==> src/common/spo_pkg.sv <==
// Purpose: Shared constants for the scanner program output card
// Assumes: Digits arrive as 4-bit BCD with a one-cycle strobe
// Notes: No software registers; jumper is a plain input
//
// Overview of operation
// RULE1: Continuous mode: advance after last channel returns to channel 1.
// RULE2: End-of-transmission character gives one store strobe to the scanner. Code gives none after a home-only string.
// RULE3: Jumper position 8: output command sends scanner home at once.
// RULE4: Jumper inverted-8: command alone never homes; only home digits do.
// RULE5: Home request is digit 1 then 80; later digits ignored. Code homes on 1 then 8 without checking the third digit.
// RULE6: Home clears the scan counter and opens every channel.
// RULE7: New command mid-scan homes; next advance selects channel 1.
// RULE8: Jumper 8: digits right after the command become the new setup.
// RULE9: Random mode passes the programmed channel straight to the scanner.
// RULE10: Controller should home the scanner before changing scan mode.
// RULE11: Digit source marks end of transmission by pulling done low.
// RULE12: Programmed digits stay stable on outputs until the next command.
package spo_pkg;

   // ************************************
   // Digit codes and layout
   // ************************************
   localparam logic [3:0] DIG_ENABLE = 4'h1;
   localparam logic [3:0] DIG_HOME = 4'h8;
   localparam logic [3:0] DIG_ZERO = 4'h0;
   localparam int NUM_DIGITS = 7;
   localparam int IDX_ENABLE = 0;
   localparam int IDX_MODE = 1;
   localparam int IDX_MODE2 = 2;
   localparam int IDX_CHAN_TENS = 3;
   localparam int IDX_CHAN_UNITS = 4;
   localparam int IDX_RANGE = 5;
   localparam int IDX_FILTER = 6;
   localparam logic [2:0] IDX_W = 3'h7;

   // Mode digit values
   localparam logic [3:0] MODE_STEP = 4'h1;
   localparam logic [3:0] MODE_SINGLE = 4'h2;
   localparam logic [3:0] MODE_RANDOM = 4'h3;
   localparam logic [3:0] MODE_CONT = 4'h4;

   localparam logic [3:0] RST_DIGIT = 4'h0;
   localparam logic [6:0] CHAN_FIRST = 7'h01;
   localparam logic [6:0] CHAN_HOME = 7'h00;

   typedef enum logic [1:0] {
      SPO_IDLE = 2'b00,
      SPO_RECV = 2'b01,
      SPO_HOMED = 2'b10
   } spo_state_t;

endpackage : spo_pkg

==> src/core/spo_digit_reg.sv <==
// Purpose: One held programming digit
// Assumes: Loaded only while a digit string is being received
// Notes: Cleared on each new output command unless a digit loads in the same cycle
module spo_digit_reg
   import spo_pkg::*;
(
   input wire logic core_clk,
   input wire logic rst_n,
   input wire logic ce,
   input wire logic clr,
   input wire logic load,
   input wire logic [3:0] din,
   output logic [3:0] q
);
   always_ff @(posedge core_clk) begin
      if (!rst_n) begin
         q <= RST_DIGIT;
      end else if (ce) begin
         if (load) begin
            q <= din;
         end else if (clr) begin
            q <= RST_DIGIT;
         end
      end
   end
endmodule // spo_digit_reg

==> src/core/spo_top.sv <==
// Purpose: Output command and digit string to scanner programming
// Assumes: All inputs synchronous to core_clk
// Notes: Scanner counter tracking mirrors the scanner's own sequence
module spo_top
   import spo_pkg::*;
(
   input wire logic core_clk,
   input wire logic rst_n,
   input wire logic ce,
   input wire logic out_cmd,
   input wire logic digit_valid,
   input wire logic [3:0] digit,
   input wire logic transfer_done_low,
   input wire logic home_select_jumper,
   input wire logic scan_advance,
   output logic home_req,
   output logic store_strobe,
   output logic [3:0] scan_mode,
   output logic [6:0] last_channel,
   output logic [6:0] random_channel,
   output logic [3:0] range_code,
   output logic [3:0] filter_code,
   output logic [6:0] scan_channel
);

   // ************************************
   // Digit capture
   // ************************************
   spo_state_t state;
   logic [2:0] dig_idx;
   logic [3:0] dq [NUM_DIGITS];
   logic done_q;
   logic done_fall;
   logic home_digits;
   logic [6:0] chan_bin;

   // Done is a level; only its falling edge ends a string
   assign done_fall = done_q && !transfer_done_low; // RULE11

   genvar g;
   generate
      for (g = 0; g < NUM_DIGITS; g++) begin : g_dig
         spo_digit_reg u_dig (
            .core_clk(core_clk),
            .rst_n(rst_n),
            .ce(ce),
            .clr(out_cmd),
            .load(state == SPO_RECV && digit_valid &&
                  dig_idx == 3'(g)), // RULE8
            .din(digit),
            .q(dq[g])
         );
      end
   endgenerate

   // Home digits 1,8 seen; third digit onwards does not matter
   assign home_digits = state == SPO_RECV && digit_valid &&
                        dig_idx == 3'(IDX_MODE) &&
                        dq[IDX_ENABLE] == DIG_ENABLE &&
                        digit == DIG_HOME; // RULE5

   // Widen before the product so the tens weight cannot wrap at 4 bits
   assign chan_bin = 7'(dq[IDX_CHAN_TENS]) * 7'h0a +
                     7'(dq[IDX_CHAN_UNITS]);

   always_ff @(posedge core_clk) begin
      if (!rst_n) begin
         done_q <= 1'b1;
      end else if (ce) begin
         done_q <= transfer_done_low;
      end
   end

   // ************************************
   // Receive sequencer
   // ************************************
   always_ff @(posedge core_clk) begin
      if (!rst_n) begin
         state <= SPO_IDLE;
         dig_idx <= 3'h0;
      end else if (ce) begin
         if (out_cmd) begin
            state <= SPO_RECV;
            dig_idx <= 3'h0;
         end else begin
            unique case (state)
               SPO_IDLE: begin
               end
               SPO_RECV: begin
                  if (done_fall) begin
                     state <= SPO_IDLE;
                  end else if (home_digits) begin
                     state <= SPO_HOMED; // RULE5
                  end else if (digit_valid && dig_idx != IDX_W) begin
                     dig_idx <= dig_idx + 3'h1;
                  end
               end
               SPO_HOMED: begin
                  // Trailing digits are swallowed
                  if (done_fall) begin
                     state <= SPO_IDLE; // RULE5
                  end
               end
               default: state <= SPO_IDLE;
            endcase
         end
      end
   end

   // ************************************
   // Home request and store strobe
   // ************************************
   always_ff @(posedge core_clk) begin
      if (!rst_n) begin
         home_req <= 1'b0;
      end else if (ce) begin
         home_req <= (out_cmd && home_select_jumper) || // RULE3 RULE7
                     home_digits; // RULE4 RULE5
      end
   end

   always_ff @(posedge core_clk) begin
      if (!rst_n) begin
         store_strobe <= 1'b0;
      end else if (ce) begin
         // No strobe for a home-only string: nothing to store
         store_strobe <= state == SPO_RECV && done_fall; // RULE2
      end
   end

   // ************************************
   // Programming outputs
   // ************************************
   always_ff @(posedge core_clk) begin
      if (!rst_n) begin
         scan_mode <= RST_DIGIT;
         last_channel <= CHAN_HOME;
         random_channel <= CHAN_HOME;
         range_code <= RST_DIGIT;
         filter_code <= RST_DIGIT;
      end else if (ce && state == SPO_RECV && done_fall) begin
         // Held from the strobe until the next non-home string completes
         scan_mode <= dq[IDX_MODE]; // RULE12
         range_code <= dq[IDX_RANGE];
         filter_code <= dq[IDX_FILTER];
         if (dq[IDX_MODE] == MODE_RANDOM) begin
            random_channel <= chan_bin; // RULE9
         end else begin
            last_channel <= chan_bin;
         end
      end
   end

   // ************************************
   // Scan channel tracking
   // ************************************
   always_ff @(posedge core_clk) begin
      if (!rst_n) begin
         scan_channel <= CHAN_HOME;
      end else if (ce) begin
         if (home_req) begin
            scan_channel <= CHAN_HOME; // RULE6
         end else if (store_strobe && scan_mode == MODE_RANDOM) begin
            scan_channel <= random_channel; // RULE9
         end else if (scan_advance && scan_mode != MODE_RANDOM) begin
            if (scan_channel == CHAN_HOME ||
                scan_channel >= last_channel) begin
               scan_channel <= CHAN_FIRST; // RULE1 RULE7
            end else begin
               scan_channel <= scan_channel + CHAN_FIRST;
            end
         end
      end
   end

   // ************************************
   // Checks
   // ************************************
   a_strobe_on_done: assert property (@(posedge core_clk) // RULE2
      disable iff (!rst_n)
      ce && state == SPO_RECV && done_fall |=> store_strobe)
      else $error("no strobe after done");
   a_home_jumper: assert property (@(posedge core_clk) // RULE3
      disable iff (!rst_n)
      ce && out_cmd && home_select_jumper |=> home_req)
      else $error("jumper 8 command did not home");
   a_no_home_inv: assert property (@(posedge core_clk) // RULE4
      disable iff (!rst_n)
      ce && out_cmd && !home_select_jumper && state != SPO_RECV
      |=> !home_req)
      else $error("inverted jumper command homed");
   // A fresh command right behind the home digits may home again
   a_home_digits: assert property (@(posedge core_clk) // RULE5
      disable iff (!rst_n)
      ce && home_digits && !out_cmd |=> home_req ##1
      (!home_req || $past(out_cmd) || !$past(ce)))
      else $error("home digits not one pulse");
   a_home_clears: assert property (@(posedge core_clk) // RULE6
      disable iff (!rst_n)
      ce && home_req |=> scan_channel == CHAN_HOME)
      else $error("home left a channel closed");
   a_wrap_first: assert property (@(posedge core_clk) // RULE1
      disable iff (!rst_n)
      ce && !home_req && scan_advance && scan_mode != MODE_RANDOM &&
      scan_channel >= last_channel |=> scan_channel == CHAN_FIRST)
      else $error("no wrap to channel 1");
   a_random_chan: assert property (@(posedge core_clk) // RULE9
      disable iff (!rst_n)
      ce && !home_req && store_strobe && scan_mode == MODE_RANDOM
      |=> scan_channel == $past(random_channel))
      else $error("random channel not passed");
   a_hold_outputs: assert property (@(posedge core_clk) // RULE12
      disable iff (!rst_n)
      !(state == SPO_RECV && done_fall) |=> $stable(scan_mode))
      else $error("mode changed without strobe");
   a_home_after_adv: assert property (@(posedge core_clk) // RULE7
      disable iff (!rst_n)
      ce && !home_req && scan_advance && scan_mode != MODE_RANDOM &&
      scan_channel == CHAN_HOME |=> scan_channel == CHAN_FIRST)
      else $error("advance after home not channel 1");

   c_strobe: cover property (@(posedge core_clk) store_strobe);
   c_home_digits: cover property (@(posedge core_clk) home_digits);
   c_wrap: cover property (@(posedge core_clk)
      scan_advance && scan_channel == last_channel);
   c_random: cover property (@(posedge core_clk)
      store_strobe && scan_mode == MODE_RANDOM);

endmodule // spo_top

==> config.mk <==
export PLATFORM = sky130hd
export DESIGN_NAME = spo_top
export DESIGN_NICKNAME = d
export VERILOG_FILES = /design/src/common/spo_pkg.sv /design/src/core/spo_digit_reg.sv /design/src/core/spo_top.sv
export SDC_FILE = /design/constraint.sdc
export NUM_CORES = 1
export LEC_CHECK = 0
export BUFFER_PORTS_ARGS = -buffer_cell sky130_fd_sc_hd__buf_2
export CAP_MARGIN = 20
export CELL_PAD_IN_SITES_DETAIL_PLACEMENT = 2
export CELL_PAD_IN_SITES_GLOBAL_PLACEMENT = 2
export CORE_UTILIZATION = 37
export DETAILED_ROUTE_END_ITERATION = 6
export GPL_ROUTABILITY_DRIVEN = 0
export PLACE_DENSITY = 0.93
export SYNTH_ARGS = -nofsm -noshare
export SYNTH_HDL_FRONTEND = slang
export SYNTH_SLANG_ARGS = --single-unit
==> constraint.sdc <==
create_clock -name core_clk -period 3.7 [get_ports core_clk]
set_input_delay 0.555 -clock core_clk [delete_from_list [all_inputs] [get_ports core_clk]]
set_output_delay 0.555 -clock core_clk [all_outputs]
set_load 0.1 [all_outputs]
==> impl_metrics.env <==
export IMPL_ys_top_cells_by_area="dfxtp_1 39%, ha_1 7.9%, nor2b_1 7.4%, a22oi_1 6.6%, nand2_1 5.4%"
export IMPL_synthesis_area_mm2=0.00332
export IMPL_hp_start="transfer_done_low"
export IMPL_vias=3002
export IMPL_seqPwrFrac_pct=47.2
export IMPL_cts_sinks=65
export IMPL_cp_data_required_time_ns=3.97
export IMPL_nets=452
export IMPL_post_cts_resize_count=0
export IMPL_pwr_density_cell_mw_per_mm2=395
export IMPL_fin_crit_ns=2.43
export IMPL_clk_insertion_delay_late_ns=0.36
export IMPL_cp_startpoint="last_channel[1]$_SDFFE_PN0P_"
export IMPL_grt_max_degree=65
export IMPL_ios=47
export IMPL_timing_rr_end="scan_channel[1]$_SDFFE_PN0P_"
export IMPL_drt_initial_drc_count=70
export IMPL_antenna_cells=0
export IMPL_slew_headroom_pct=38.4
export IMPL_drc_errors=0
export IMPL_htreeDepth=3
export IMPL_drv_cap=0
export IMPL_synth_main_ff_cell="dfxtp_1"
export IMPL_status="finished clean"
export IMPL_arrival_ns=2.70
export IMPL_worst_pin_slew_ns=0.911
export IMPL_rows=34
export IMPL_grt_total_usage_pct=24.7
export IMPL_port_buffer_count=46
export IMPL_synth_top_area_cell="dfxtp_1"
export IMPL_synthArstFlopShare_pct=0
export IMPL_clockRootBuffer="clkbuf_8"
export IMPL_drtAntennaViolNets=0
export IMPL_wire_per_inst_um=21.2
export IMPL_timing_rr_start="last_channel[1]$_SDFFE_PN0P_"
export IMPL_first_global_vias=3338
export IMPL_cp_max_fo=9
export IMPL_clock_fmax_mhz=412
export IMPL_yosysMostFrequentCell="dfxtp_1"
export IMPL_die_area_mm2=0.00935
export IMPL_worst_hold_slack_ns=0.454
export IMPL_hold_buffers=0
export IMPL_p_total_uw=1500
export IMPL_synthCells=377
export IMPL_dp_hpwl_um=7620
export IMPL_fin_skew_ns=0.0102
export IMPL_area_growth_pct=14.7
export IMPL_final_setup_viol_count=0
export IMPL_hold_class="input port to register"
export IMPL_synth_top_area_share_pct=39.2
export IMPL_end_kind="register"
export IMPL_cp_start_kind="register"
export IMPL_cts_buffers=9
export IMPL_syn_nets=412
export IMPL_comb_power_share_pct=6.9
export IMPL_path_class="register to register"
export IMPL_worst_r2r_setup_slack_ns=1.27
export IMPL_post_route_util_pct=43.7
export IMPL_grt_pass1_wl_um=18100
export IMPL_initial_core_util_pct=38.1
export IMPL_rsz0062_at_grt="no"
export IMPL_worstHoldEndpoint="done_q$_SDFFE_PN1P_"
export IMPL_min_delay_path_depth=3
export IMPL_drt_first_pass_iters=4
export IMPL_cts_tree="done"
export IMPL_synth_cell_types=50
export IMPL_setup_tns_final_ns=0
export IMPL_synth_seq_cells=65
export IMPL_intPower_uw=1120
export IMPL_core_mm2=0.00872
export IMPL_switching_share_pct=25.9
export IMPL_clk_path_buf_depth=2
export IMPL_avgSynthCellArea_um2=8.80
export IMPL_die_height_um=96.7
export IMPL_leakage_uw=0.00153
export IMPL_cts_reportedPaths_clkPinSlew_ns=0.08
export IMPL_reg2reg_depth=8
export IMPL_synth_edf_count=0
export IMPL_fp_dieW_um=96.7
export IMPL_drv_slew=0
export IMPL_period_share_pct=65.6
export IMPL_ys_warn_count=0
export IMPL_drive_gt1_share_pct=18.0
export IMPL_routed_wl_um=11300
export IMPL_antenna_found_initial=0
export IMPL_p_switching_uw=389
export IMPL_grt_overflow=0
export IMPL_ir_drop_mv=0.179
export IMPL_post_cts_buffers=0
export IMPL_power_frac_clock_pct=46.0
export IMPL_synthTopCellsByCount="65 x dfxtp_1, 48 x nand2_1, 39 x nor2b_1"
export IMPL_vias_per_cell=5.66
export IMPL_yosysSeqAreaShare_pct=39.2
export IMPL_finalHoldViolCount=0
-- area by class of cell --
type,instances,area [µm²]
repair buffers,47,238
well taps,108,135
fillers,959,4910
flip-flops and latches,65,1300
clock inverters,7,95.1
multi-input cells,276,1850
clock buffers,9,124
inverters,18,67.6
-- routing by layer --
layer	GRT usage, %	share of wire (%)	vias to the layer above
met5	0	0	-
met4	9.87	2.5	0
met3	4.48	2.8	24
met2	43.3	51	67
met1	29.6	44	1514
li1	-	-	1397
-- logic make-up after synthesis --
| logic type | Yosys count | synth area share, % |
|---|---|---|
| muxes | 9 | 2.71 |
| and+or+nand+nor | 150 | 24.0 |
| DFF | 65 | 39.2 |
| AOI/OAI and AO/OA | 89 | 18.5 |
| buffers and inverters | 36 | 5.13 |
| adders and majority gates | 23 | 9.12 |
| xor gates and xnor gates | 5 | 1.32 |
-- critical path: stages (launching register included) --
cell and delay [ns]:
dfxtp_1 0.38, inv_1 0.07, ha_1 0.32, o21ai_0 0.32
a21oi_1 0.10, o31a_1 0.28, nor2_1 0.47, a21oi_1 0.17
o22ai_1 0.22
-- metrics by stage --
stage	setup WS, ns	cell area, µm²	instances
2_1_floorplan	1.08	3320	377
3_3_place_gp	1.42	3590	514
3_5_place_dp	1.20	3590	514
4_1_cts	1.27	3810	530
5_1_grt	1.20	3810	530
6_report	1.27	3810	530
-- worst max-delay path by stage --
stage	depth (start not counted)	slack [ns]	endpoint
3_5_place_dp	6	1.20	random_channel[4]$_SDFFE_PN0P_
4_1_cts	8	1.27	scan_channel[0]$_SDFFE_PN0P_
5_1_grt	8	1.20	scan_channel[0]$_SDFFE_PN0P_
6_report	8	1.27	scan_channel[1]$_SDFFE_PN0P_
3_3_place_gp	5	1.42	random_channel[5]$_SDFFE_PN0P_
2_1_floorplan	8	1.08	scan_channel[0]$_SDFFE_PN0P_
-- sequential cells by signal, summed over array words and instances (netlist names) --
signal / count
g_dig.u_dig.q: 24
last_channel: 7
random_channel: 7
scan_channel: 7
filter_code: 4
range_code: 4
scan_mode: 4
dig_idx: 3
state: 2
done_q: 1
home_req: 1
store_strobe: 1
-- cells in the final DEF, fill, tap and decap left out, drive strengths merged, types with 2 or more instances in the layout --
master and count:
nor3 4, clkinv 4, ha 21, nand3 12, a21oi 12, o21ai 20, and2b 3, xnor2 4
bufinv 2, and3 3, nor4 2, fa 2, nand4 2, nor2b 39, inv 18, a32oi 2
o41ai 2, and2 6, a22oi 29, nand2 49, clkbuf 9, mux2i 9, buf 47, nor2 18
o31a 2, dfxtp 65, nand4b 2, or2 3, a21boi 13
-- power by group through the flow --
stage                     logic (µW)  clock network [µW]  registers, µW
final                            103                 692            710
after global routing             110                 727            711
after floorplan                 63.4                   0            737
after CTS                        103                 700            710
after detailed placement        99.9                   0            726
after global placement          94.6                   0            726
Power figures use the tool's default switching activity.
